### config.mk
export PLATFORM = sky130hd
export DESIGN_NAME = dtc_timer
export DESIGN_NICKNAME = d
export VERILOG_FILES = /design/src/dtc_pkg.sv /design/src/dtc_timer.sv
export VERILOG_INCLUDE_DIRS = /design/src /design/src/src
export SDC_FILE = /design/constraint.sdc
export NUM_CORES = 1
export LEC_CHECK = 0
export ABC_AREA = 0
export BUFFER_PORTS_ARGS = -buffer_cell sky130_fd_sc_hd__buf_2
export CAP_MARGIN = 40
export CELL_PAD_IN_SITES_DETAIL_PLACEMENT = 1
export CELL_PAD_IN_SITES_GLOBAL_PLACEMENT = 1
export CORE_MARGIN = 5
export CORE_UTILIZATION = 46
export DETAILED_ROUTE_END_ITERATION = 12
export PLACE_DENSITY = 0.85
export SYNTH_ARGS = -nofsm -noshare
export SYNTH_HDL_FRONTEND = slang
export SYNTH_SLANG_ARGS = --single-unit
### constraint.sdc
create_clock -name core_clk -period 4.7 [get_ports core_clk]
set_clock_uncertainty 0.2 [all_clocks]
set_input_delay 0.94 -clock core_clk [delete_from_list [all_inputs] [get_ports core_clk]]
set_output_delay 0.94 -clock core_clk [all_outputs]
set_load 0.005 [all_outputs]
### src/dtc_defines.svh
// Register offsets, field positions, reset values and timing counts of the dual timer
`ifndef DTC_DEFINES_SVH
`define DTC_DEFINES_SVH

`define DTC_OFF_AUXCTL      12'h000
`define DTC_OFF_CORECTL     12'h004
`define DTC_OFF_AUXCNT      12'h008
`define DTC_OFF_CORECNT     12'h00C
`define DTC_OFF_CAPTURE_RELOAD_REG      12'h010
`define DTC_OFF_CAPCTL      12'h014
`define DTC_OFF_STATUS      12'h018

// Timer control fields
`define DTC_TC_RUN          0
`define DTC_TC_SRC_LO       1
`define DTC_TC_SRC_HI       2
`define DTC_TC_DOWN         3
`define DTC_TC_EXTDIR       4
`define DTC_TC_PRE_LO       5
`define DTC_TC_PRE_HI       7
`define DTC_TC_EDGE_LO      8
`define DTC_TC_EDGE_HI      9
`define DTC_TC_PINOE        10

// Capture control fields
`define DTC_CC_CAPEN        0
`define DTC_CC_EDGE_LO      1
`define DTC_CC_EDGE_HI      2
`define DTC_CC_TRIG_LO      3
`define DTC_CC_TRIG_HI      4
`define DTC_CC_CLR          5
`define DTC_CC_RELEN        6

`define DTC_CTL_RESET       32'h0000_0000
`define DTC_CNT_RESET       16'h0000

// Finest count step in system clocks
`define DTC_MIN_STEP        2

`endif

### src/dtc_pkg.sv
// Types shared by the dual timer design
package dtc_pkg;
    typedef enum logic [1:0] {
        DTC_SRC_PRESCALE = 2'b00,
        DTC_SRC_EXTPIN   = 2'b01,
        DTC_SRC_TOGGLE   = 2'b10
    } dtc_src_e;
    typedef enum logic [2:0] {
        DTC_IDLE    = 3'b001,
        DTC_CAPTURE = 3'b010,
        DTC_CLEAR   = 3'b100
    } dtc_cap_e;
endpackage : dtc_pkg

### src/dtc_timer.sv
// Dual up/down timer with capture/reload register and APB slave
//
// The APB register port and the register addresses were decided locally.
`include "dtc_defines.svh"
`timescale 1ns/10ps
`default_nettype none
module dtc_timer
    import dtc_pkg::*;
#(
    parameter int WIDTH = 16                      // Timer width
) (
    input  wire logic        core_clk,            // System clock
    input  wire logic        arst_n,              // Async reset, active low
    input  wire logic        psel,                // APB select
    input  wire logic        penable,             // APB enable
    input  wire logic        pwrite,              // APB direction
    input  wire logic [11:0] paddr,               // APB byte address
    input  wire logic [31:0] pwdata,              // APB write data
    output logic      [31:0] prdata,              // APB read data
    output logic             pready,              // APB ready
    output logic             pslverr,             // APB error
    input  wire logic        auxCountPin,         // Aux external count pin
    input  wire logic        coreCountPin,        // Core external count pin
    input  wire logic        coreDirPin,          // Core external direction pin
    input  wire logic        captureInputPin,     // Capture trigger pin
    input  wire logic        firstModCountIn,     // Other module count input
    input  wire logic        firstModDirIn,       // Other module direction input
    output logic             toggleLatchPin,      // Toggle latch pin level
    output logic             toggleLatchPinOe_n,  // Pin enable, low drives
    output logic             coreOvfPulse         // Core overflow to compare unit
);

    localparam logic [WIDTH-1:0] MAXV = {WIDTH{1'b1}};

    logic [31:0]      auxCtl_ff, coreCtl_ff, capCtl_ff;
    logic [WIDTH-1:0] auxCnt_ff, coreCnt_ff, capture_reload_reg_ff;
    logic             toggle_ff, capFlag_ff;
    logic [4:0]       sync1_ff, sync2_ff, last_ff;
    logic [7:0]       preCnt_ff;
    logic             preTick_ff;
    dtc_cap_e         capState_ff;

    // Pin synchronisers; first stage read only by second stage
    always_ff @(posedge core_clk or negedge arst_n) begin
        if (!arst_n) begin
            sync1_ff <= 5'h0;
            sync2_ff <= 5'h0;
            last_ff  <= 5'h0;
        end else begin
            sync1_ff <= {firstModDirIn, firstModCountIn, captureInputPin,
                         coreDirPin, coreCountPin};
            sync2_ff <= sync1_ff;
            last_ff  <= sync2_ff;
        end
    end

    wire logic [4:0] rise = sync2_ff & ~last_ff;
    wire logic [4:0] fall = ~sync2_ff & last_ff;
    logic auxPinSync1_ff, auxPinSync2_ff, auxPinLast_ff;

    // Aux count pin has its own pair of stages
    always_ff @(posedge core_clk or negedge arst_n) begin
        if (!arst_n) begin
            auxPinSync1_ff <= 1'b0;
            auxPinSync2_ff <= 1'b0;
            auxPinLast_ff  <= 1'b0;
        end else begin
            auxPinSync1_ff <= auxCountPin;
            auxPinSync2_ff <= auxPinSync1_ff;
            auxPinLast_ff  <= auxPinSync2_ff;
        end
    end

    // Edge select: 01 rising, 10 falling, 11 both, 00 none
    function automatic logic edgeHit(input logic [1:0] sel, input logic r, input logic f);
        edgeHit = (sel[0] & r) | (sel[1] & f);
    endfunction : edgeHit

    // Base prescaler tick every DTC_MIN_STEP clocks; slower rates divide it further
    logic preBase_ff;
    always_ff @(posedge core_clk or negedge arst_n) begin
        if (!arst_n) begin
            preBase_ff <= 1'b0;
            preCnt_ff  <= 8'h00;
        end else begin
            preBase_ff <= ~preBase_ff;
            if (preBase_ff) begin
                preCnt_ff <= preCnt_ff + 8'h01;
            end
        end
    end

    // Prescale n: tick when low n bits of divider are all ones
    function automatic logic preTick(input logic [2:0] n, input logic [7:0] c, input logic b);
        logic [7:0] m;
        m = 8'hFF >> (4'd8 - {1'b0, n});
        preTick = b & ((c & m) == m);
    endfunction : preTick

    logic toggleLast_ff;
    always_ff @(posedge core_clk or negedge arst_n) begin
        if (!arst_n) begin
            toggleLast_ff <= 1'b0;
        end else begin
            toggleLast_ff <= toggle_ff;
        end
    end

    // Core timer step decision
    logic coreStep, coreDown, coreWrap;
    always_comb begin
        coreStep = 1'b0;
        case (coreCtl_ff[`DTC_TC_SRC_HI:`DTC_TC_SRC_LO])
            DTC_SRC_EXTPIN: coreStep = edgeHit(coreCtl_ff[`DTC_TC_EDGE_HI:`DTC_TC_EDGE_LO],
                                               rise[0], fall[0]);
            default:        coreStep = preTick(coreCtl_ff[`DTC_TC_PRE_HI:`DTC_TC_PRE_LO],
                                               preCnt_ff, preBase_ff);
        endcase
        coreStep = coreStep & coreCtl_ff[`DTC_TC_RUN];
        coreDown = coreCtl_ff[`DTC_TC_EXTDIR] ? sync2_ff[1]
                                              : coreCtl_ff[`DTC_TC_DOWN];
        coreWrap = coreStep & (coreDown ? (coreCnt_ff == '0) : (coreCnt_ff == MAXV));
    end

    // Aux timer step; no direction pin exists for it
    logic auxStep, auxDown;
    always_comb begin
        auxStep = 1'b0;
        case (auxCtl_ff[`DTC_TC_SRC_HI:`DTC_TC_SRC_LO])
            DTC_SRC_EXTPIN: auxStep = edgeHit(auxCtl_ff[`DTC_TC_EDGE_HI:`DTC_TC_EDGE_LO],
                                              auxPinSync2_ff & ~auxPinLast_ff,
                                              ~auxPinSync2_ff & auxPinLast_ff);
            DTC_SRC_TOGGLE: auxStep = edgeHit(auxCtl_ff[`DTC_TC_EDGE_HI:`DTC_TC_EDGE_LO],
                                              toggle_ff & ~toggleLast_ff,
                                              ~toggle_ff & toggleLast_ff);
            default:        auxStep = preTick(auxCtl_ff[`DTC_TC_PRE_HI:`DTC_TC_PRE_LO],
                                              preCnt_ff, preBase_ff);
        endcase
        auxStep = auxStep & auxCtl_ff[`DTC_TC_RUN];
        auxDown = auxCtl_ff[`DTC_TC_DOWN];
    end

    // Capture trigger source: 00 capture pin, 01 count in, 10 dir in, 11 either
    logic capTrig;
    always_comb begin
        case (capCtl_ff[`DTC_CC_TRIG_HI:`DTC_CC_TRIG_LO])
            2'b00:   capTrig = edgeHit(capCtl_ff[`DTC_CC_EDGE_HI:`DTC_CC_EDGE_LO],
                                       rise[2], fall[2]);
            2'b01:   capTrig = rise[3] | fall[3];
            2'b10:   capTrig = rise[4] | fall[4];
            default: capTrig = rise[3] | fall[3] | rise[4] | fall[4];
        endcase
        capTrig = capTrig & capCtl_ff[`DTC_CC_CAPEN];
    end

    // APB decode; zero wait states
    wire logic apbWr = psel & penable & pwrite;
    wire logic apbRd = psel & ~pwrite;
    wire logic known = (paddr == `DTC_OFF_AUXCTL) | (paddr == `DTC_OFF_CORECTL)
                     | (paddr == `DTC_OFF_AUXCNT) | (paddr == `DTC_OFF_CORECNT)
                     | (paddr == `DTC_OFF_CAPTURE_RELOAD_REG) | (paddr == `DTC_OFF_CAPCTL)
                     | (paddr == `DTC_OFF_STATUS);
    assign pready  = 1'b1;
    assign pslverr = psel & penable & ~known;

    // Control registers
    always_ff @(posedge core_clk or negedge arst_n) begin
        if (!arst_n) begin
            auxCtl_ff  <= `DTC_CTL_RESET;
            coreCtl_ff <= `DTC_CTL_RESET;
            capCtl_ff  <= `DTC_CTL_RESET;
        end else if (apbWr) begin
            if (paddr == `DTC_OFF_AUXCTL)  auxCtl_ff  <= {21'h0, pwdata[10:0]};
            if (paddr == `DTC_OFF_CORECTL) coreCtl_ff <= {21'h0, pwdata[10:0]};
            if (paddr == `DTC_OFF_CAPCTL)  capCtl_ff  <= {25'h0, pwdata[6:0]};
        end
    end

    // Core timer with reload on wrap; software write has lowest priority
    always_ff @(posedge core_clk or negedge arst_n) begin
        if (!arst_n) begin
            coreCnt_ff <= `DTC_CNT_RESET;
        end else if (coreWrap && capCtl_ff[`DTC_CC_RELEN]) begin
            coreCnt_ff <= capture_reload_reg_ff;
        end else if (coreStep) begin
            coreCnt_ff <= coreDown ? coreCnt_ff - 1'b1 : coreCnt_ff + 1'b1;
        end else if (apbWr && paddr == `DTC_OFF_CORECNT) begin
            coreCnt_ff <= pwdata[WIDTH-1:0];
        end
    end

    // Toggle latch and overflow pulse
    always_ff @(posedge core_clk or negedge arst_n) begin
        if (!arst_n) begin
            toggle_ff    <= 1'b0;
            coreOvfPulse <= 1'b0;
        end else begin
            coreOvfPulse <= coreWrap;
            if (coreWrap) begin
                toggle_ff <= ~toggle_ff;
            end
        end
    end

    assign toggleLatchPin     = toggle_ff;
    assign toggleLatchPinOe_n = ~coreCtl_ff[`DTC_TC_PINOE];

    // Capture sequencing: capture first, then optional clear a cycle later
    always_ff @(posedge core_clk or negedge arst_n) begin
        if (!arst_n) begin
            capState_ff <= DTC_IDLE;
        end else begin
            case (capState_ff)
                DTC_CAPTURE: capState_ff <= capTrig ? DTC_CAPTURE
                                          : (capCtl_ff[`DTC_CC_CLR] ? DTC_CLEAR : DTC_IDLE);
                DTC_CLEAR:   capState_ff <= capTrig ? DTC_CAPTURE : DTC_IDLE;
                default:     capState_ff <= capTrig ? DTC_CAPTURE : DTC_IDLE;
            endcase
        end
    end

    // Capture register, also software writable
    always_ff @(posedge core_clk or negedge arst_n) begin
        if (!arst_n) begin
            capture_reload_reg_ff  <= `DTC_CNT_RESET;
            capFlag_ff <= 1'b0;
        end else begin
            if (capTrig) begin
                capture_reload_reg_ff <= auxCnt_ff;
            end else if (apbWr && paddr == `DTC_OFF_CAPTURE_RELOAD_REG) begin
                capture_reload_reg_ff <= pwdata[WIDTH-1:0];
            end
            // Set wins over clear by write of one
            if (capTrig) begin
                capFlag_ff <= 1'b1;
            end else if (apbWr && paddr == `DTC_OFF_STATUS && pwdata[0]) begin
                capFlag_ff <= 1'b0;
            end
        end
    end

    // Aux timer; clear follows the capture cycle
    always_ff @(posedge core_clk or negedge arst_n) begin
        if (!arst_n) begin
            auxCnt_ff <= `DTC_CNT_RESET;
        end else if (capState_ff == DTC_CAPTURE && capCtl_ff[`DTC_CC_CLR]) begin
            auxCnt_ff <= '0;
        end else if (auxStep) begin
            auxCnt_ff <= auxDown ? auxCnt_ff - 1'b1 : auxCnt_ff + 1'b1;
        end else if (apbWr && paddr == `DTC_OFF_AUXCNT) begin
            auxCnt_ff <= pwdata[WIDTH-1:0];
        end
    end

    // Read data registered at setup
    always_ff @(posedge core_clk or negedge arst_n) begin
        if (!arst_n) begin
            prdata <= 32'h0000_0000;
        end else if (apbRd && !penable) begin
            case (paddr)
                `DTC_OFF_AUXCTL:  prdata <= auxCtl_ff;
                `DTC_OFF_CORECTL: prdata <= coreCtl_ff;
                `DTC_OFF_AUXCNT:  prdata <= 32'(auxCnt_ff);
                `DTC_OFF_CORECNT: prdata <= 32'(coreCnt_ff);
                `DTC_OFF_CAPTURE_RELOAD_REG:  prdata <= 32'(capture_reload_reg_ff);
                `DTC_OFF_CAPCTL:  prdata <= capCtl_ff;
                `DTC_OFF_STATUS:  prdata <= {30'h0, toggle_ff, capFlag_ff};
                default:          prdata <= 32'h0000_0000;
            endcase
        end
    end

    // Toggle latch flips exactly on a wrap
    a_toggle_flip: assert property (@(posedge core_clk) disable iff (!arst_n)
        coreWrap |=> (toggle_ff != $past(toggle_ff)))
        else $error("toggle latch did not flip on wrap");
    a_toggle_hold: assert property (@(posedge core_clk) disable iff (!arst_n)
        !coreWrap |=> $stable(toggle_ff))
        else $error("toggle latch changed without wrap");
    a_reload_value: assert property (@(posedge core_clk) disable iff (!arst_n)
        (coreWrap && capCtl_ff[`DTC_CC_RELEN]) |=> coreCnt_ff == $past(capture_reload_reg_ff))
        else $error("core reload value wrong");
    a_capture_value: assert property (@(posedge core_clk) disable iff (!arst_n)
        capTrig |=> capture_reload_reg_ff == $past(auxCnt_ff))
        else $error("capture value wrong");
    a_clear_after: assert property (@(posedge core_clk) disable iff (!arst_n)
        (capTrig && capCtl_ff[`DTC_CC_CLR]) |=> ##1 auxCnt_ff == '0)
        else $error("aux not cleared after capture");
    a_step_spacing: assert property (@(posedge core_clk) disable iff (!arst_n)
        (coreStep && coreCtl_ff[`DTC_TC_SRC_HI:`DTC_TC_SRC_LO] == DTC_SRC_PRESCALE
         && $stable(coreCtl_ff)) |=> !coreStep)
        else $error("prescaled step faster than two clocks");
    a_ovf_pulse: assert property (@(posedge core_clk) disable iff (!arst_n)
        coreWrap |=> coreOvfPulse ##1 !coreOvfPulse || $past(coreWrap))
        else $error("overflow pulse missing");
    a_aux_dir_sw: assert property (@(posedge core_clk) disable iff (!arst_n)
        (auxStep && !auxDown && auxCnt_ff != MAXV && capState_ff != DTC_CAPTURE)
        |=> auxCnt_ff == $past(auxCnt_ff) + 1'b1)
        else $error("aux up count wrong");
    a_pin_drive: assert property (@(posedge core_clk) disable iff (!arst_n)
        $changed(toggleLatchPin) |-> $past(coreWrap))
        else $error("toggle pin moved without wrap");

    // Direction pin, capture sources and register hold; these catch broken decode paths
    a_flag_on_capture: assert property (@(posedge core_clk) disable iff (!arst_n)
        capTrig |=> capFlag_ff)
        else $error("capture flag not set");
    a_core_ext_down: assert property (@(posedge core_clk) disable iff (!arst_n)
        (coreStep && !coreWrap && coreCtl_ff[`DTC_TC_EXTDIR] && sync2_ff[1])
        |=> coreCnt_ff == $past(coreCnt_ff) - 1'b1)
        else $error("core ignored high direction pin");
    a_core_ext_up: assert property (@(posedge core_clk) disable iff (!arst_n)
        (coreStep && !coreWrap && coreCtl_ff[`DTC_TC_EXTDIR] && !sync2_ff[1])
        |=> coreCnt_ff == $past(coreCnt_ff) + 1'b1)
        else $error("core ignored low direction pin");
    a_ovf_cause: assert property (@(posedge core_clk) disable iff (!arst_n)
        coreOvfPulse |-> $past(coreWrap))
        else $error("overflow pulse without wrap");
    a_trig_count_in: assert property (@(posedge core_clk) disable iff (!arst_n)
        (capCtl_ff[`DTC_CC_CAPEN] && capCtl_ff[`DTC_CC_TRIG_HI:`DTC_CC_TRIG_LO] == 2'b01
         && sync2_ff[3] != last_ff[3]) |=> capture_reload_reg_ff == $past(auxCnt_ff))
        else $error("capture on count input missing");
    a_trig_dir_in: assert property (@(posedge core_clk) disable iff (!arst_n)
        (capCtl_ff[`DTC_CC_CAPEN] && capCtl_ff[`DTC_CC_TRIG_HI:`DTC_CC_TRIG_LO] == 2'b10
         && sync2_ff[4] != last_ff[4]) |=> capture_reload_reg_ff == $past(auxCnt_ff))
        else $error("capture on direction input missing");
    a_capture_hold: assert property (@(posedge core_clk) disable iff (!arst_n)
        (!capTrig && !(apbWr && paddr == `DTC_OFF_CAPTURE_RELOAD_REG)) |=> $stable(capture_reload_reg_ff))
        else $error("capture register changed without cause");

endmodule : dtc_timer
`default_nettype wire

==> run_results.csv <==
group,metric,value,unit
logic_synthesis,synth_area_per_cell,9.57,um2
logic_synthesis,post_synth_inst_count,803,
logic_synthesis,netlist_top_cells_area,"sky130_fd_sc_hd__dfrtp_1, sky130_fd_sc_hd__ha_1, sky130_fd_sc_hd__nand2_1",
setup_path,worst_ep_required_time,4.82,ns
placement,dpl-instance-area,8220,um2
logic_synthesis,netlist.area_leader.share,40.7,%
logic_synthesis,postSynthRegisterBits,126,
global_routing,global_route_wire_length_before_repair,40800,um
logic_synthesis,yosysTopAreaCell,"sky130_fd_sc_hd__dfrtp_1",
clock_network,cts_post_setup_buffers_inserted,0,
detailed_routing,drc_violations_left,0,
setup_path,timing_worst_setup_path_type,"register to register",
logic_synthesis,xor_xnor_share_of_the_synthesized_area,3.19,%
timing,finalHoldViolations,0,
logic_synthesis,main_combinational_cell_family_by_area_after_synthesis,"compound AO/OA/AOI/OAI gates",
detailed_routing,avgViaCountPerCell,6.22,
logic_synthesis,asyncSetResetFlopFracSynth,100,%
setup_path,max_fanout_on_critical_path,18,
setup_path,worstSetupEndpointType,"register",
clock_network,root_buffer_cell,"sky130_fd_sc_hd__clkbuf_16",
logic_synthesis,synthSimpleGateAreaFrac,15.4,%
logic_synthesis,synthAdderAreaFrac,6.55,%
die,die_height,139,um
detailed_routing,firstDrtPassIters,5,
timing,final.period_utilization,81.0,%
clock_network,post_cts_hold_buffer_count,0,
setup_path,critPathSlowestCell,"sky130_fd_sc_hd__dfrtp_1",
power,static-leakage-power,3.99,nW
logic_synthesis,synth_sequential_area_ratio,41.1,%
final_layout,flow.area_growth_from_synthesis,14.3,%
detailed_routing,drt_iter0_drc,637,
clock_network,cts_resized,0,
timing,max_clock_freq,263,MHz
die,floorplan.rows,47,
final_layout,nFillCells,1910,
logic_synthesis,yosysWarnings,0,
detailed_routing,dr_total_vias,6805,
clock_network,htree_num_levels,4,
global_routing,grt_use_met2,43.8,%
detailed_routing,drt-total-wl,25200,um
outcome,status,"finished, final reports clean",
final_layout,ratio_of_cells_with_drive_above_1_in_the_final_layout,18.2,%
setup_path,critical-path-max-stage-delay,0.83,ns
setup_path,worst_path_cell_chain,"ha_1, a21o_1, a21o_1, a2111oi_2, o31ai_1, o41ai_1, o21ai_0, xor2_1, o211a_1",
power,power,2.50,mW
die,design.core.area,16500,um2
timing,timing.final.ws_setup,0.894,ns
global_routing,grt_pass1_vias,7197,
global_routing,met3_usage,4.70,%
clock_network,cts.reportedPaths.clkPinSlew,0.06,ns
clock_network,clock_insertion_delay_worst_skew,0.44,ns
final_layout,final_area,8780,um2
global_routing,busiest_layer,"met2",
power,power.density_cell_area,284,nW/um2
final_layout,finish.utilization,53.3,%
die,dieArea,19400,um2
die,starting_density_of_the_core,46.7,%
global_routing,global_route.usage.total,26.6,%
clock_network,clock-sinks,126,
logic_synthesis,dominantRegCellSynth,"sky130_fd_sc_hd__dfrtp_1",
timing,timing_max_transition_violations_final,0,
logic_synthesis,synth_edf_count,0,
setup_path,timing.critical_path.max_delay_family,"compound AO/OA/AOI/OAI gates",
detailed_routing,post_drt_wl_per_cell,23.0,um
setup_path,cpMostUsedCell,"sky130_fd_sc_hd__a21o_1",
clock_network,tritoncts_clock_tree,"yes",
placement,io_buffer_count,58,
placement,globalplace.congestion,0.891,
global_routing,maximum_number_of_pins_on_one_net_before_global_route_repair,63,
clock_network,clockBufferDepth,2,
timing,rsz_0062_raised_after_global_routing,"no",
min_path,worst_hold_path_type,"input pin to asynchronous set/reset pin",
timing,tns,0,ns
placement,hpwl,17600,um
run,drv_cap,0,
clock_network,number_of_buffers_added_by_the_clock_tree_synthesis_step,17,
setup_path,critPathLaunchType,"register",
global_routing,antenna_found_initial,0,
die,dieWidth,139,um
timing,fin_crit,3.81,ns
logic_synthesis,synth_cell_types,73,
power,peakVddDrop,262,uV
setup_path,timing.critical_path.arrival,3.93,ns
die,io_pins,92,
logic_synthesis,synth_compound_area_share,18.3,%
timing,tightest_slew,0.841,ns
timing,total_setup_violations_reported_at_the_end_of_the_flow,0,
global_routing,globalRouteOverflowTotal,0,
timing,timing.max_slew.rel_slack,44.0,%
global_routing,gr-usage-met1,34.4,%
logic_synthesis,synthesis.area,7680,um2
detailed_routing,antenna_violating_nets_post_route,0,
final_layout,num-nets-final,956,
logic_synthesis,yosys.cell_count.top_type,"sky130_fd_sc_hd__dfrtp_1",
logic_synthesis,post_synth_mux_area_share,10.1,%
placement,pre_cts_slack,0.763,ns
setup_path,timing.critical_path.buf_inv,0,
logic_synthesis,netlist_top_cells_count,"sky130_fd_sc_hd__dfrtp_1, sky130_fd_sc_hd__nand2_1, sky130_fd_sc_hd__o21ai_0",
final_layout,ant_diodes,0,
-- cell families after synthesis --
| group | Yosys count |
|---|---|
| other | 2 |
| buffers and inverters | 82 |
| muxes | 70 |
| AOI/OAI and AO/OA | 215 |
| xor gates and xnor gates | 28 |
| adders and majority gates | 39 |
| DFF | 126 |
| and+or+nand+nor | 241 |
-- layout make-up --
type,instances,area (um2),area share (%)
inverter,29,109,1.24
tap,220,275,3.13
clock inverter,9,86.3,0.983
sequential,126,3150,35.9
clock buffer,22,474,5.40
timing repair buffer,78,487,5.54
multi-input combinational,610,4200,47.8
-- layer usage --
metal  part of all wire (%)  wire (um)  up-vias
li1                       -          -     3022
met1                     42      10700     3479
met2                     49      12400      248
met3                    5.4       1350       56
met4                    3.3        819        0
met5                      0          0        -
-- final timing paths --
path / start / to / slack [ns] / cells after the start
setup reg to reg: auxCtl_ff[3]$_DFFE_PN0P_ / auxCnt_ff[13]$_DFFE_PN0P_ / 0.89 / 9
hold reg to reg: sync1_ff[2]$_DFF_PN0_ / sync2_ff[2]$_DFF_PN0_ / 0.15 / 0
hold / removal: arst_n / auxPinSync1_ff$_DFF_PN0_ / 0.15 / 1
setup / recovery: auxCtl_ff[3]$_DFFE_PN0P_ / auxCnt_ff[13]$_DFFE_PN0P_ / 0.89 / 9
max in group asynchronous: arst_n / capState_ff[0]$_DFF_PN1_ / 3.16 / 3
min in group core_clk: sync1_ff[2]$_DFF_PN0_ / sync2_ff[2]$_DFF_PN0_ / 0.15 / 0
-- sequential cells by signal (all words and copies together) (netlist names), 3 cells and up --
| name | cells |
|---|---|
| sync1_ff | 5 |
| capture_reload_reg_ff | 16 |
| preCnt_ff | 8 |
| sync2_ff | 5 |
| capCtl_ff | 7 |
| last_ff | 4 |
| auxCnt_ff | 16 |
| coreCnt_ff | 16 |
| capState_ff | 3 |
| prdata | 16 |
| auxCtl_ff | 11 |
| coreCtl_ff | 11 |
-- layout by cell type (no fill, tap or decap), types with 4 or more instances in the layout --
cell                         synthesis  routed
sky130_fd_sc_hd__o21a_1              8       8
sky130_fd_sc_hd__o22ai_1             6       6
sky130_fd_sc_hd__xnor2_1            15      15
sky130_fd_sc_hd__a211oi_1           12      12
sky130_fd_sc_hd__nor3_1             10      10
sky130_fd_sc_hd__mux2_2             32      32
sky130_fd_sc_hd__clkbuf_16           0      17
sky130_fd_sc_hd__buf_4              19      17
sky130_fd_sc_hd__nand2_1           107     107
sky130_fd_sc_hd__nor2_1             43      43
sky130_fd_sc_hd__or3_1               6       6
sky130_fd_sc_hd__ha_1               37      37
sky130_fd_sc_hd__nand4_1            11      11
sky130_fd_sc_hd__a222oi_1            5       5
sky130_fd_sc_hd__clkinvlp_4          0       5
sky130_fd_sc_hd__nor4_1              7       7
sky130_fd_sc_hd__conb_1              2      17
sky130_fd_sc_hd__nand3b_1            4       4
sky130_fd_sc_hd__o21ai_0            75      75
sky130_fd_sc_hd__nand3_1            15      15
sky130_fd_sc_hd__a311oi_1            5       5
sky130_fd_sc_hd__a21oi_1            37      37
sky130_fd_sc_hd__xor2_1             13      13
sky130_fd_sc_hd__inv_1              29      29
sky130_fd_sc_hd__buf_2               3      57
sky130_fd_sc_hd__a21o_1              8       8
sky130_fd_sc_hd__dfrtp_1           125     125
sky130_fd_sc_hd__a22oi_1            13      13
sky130_fd_sc_hd__mux2i_1            35      35
sky130_fd_sc_hd__o31ai_1             4       4
sky130_fd_sc_hd__nor2b_1            16      15
-- metrics by stage --
step	instances	hold slack [ns]
CTS	1094	0.149
global route	1094	0.153
global placement	1060	0.133
finish	1094	0.148
floorplan	818	0.131
detailed placement	1063	0.136
-- report_power, final --
group	internal, mW	total (mW)	switching, mW
combinational	0.0384	0.117	0.0783
clock	0.764	1.28	0.515
sequential	1.09	1.10	0.00616
Power figures use the tool's default switching activity.
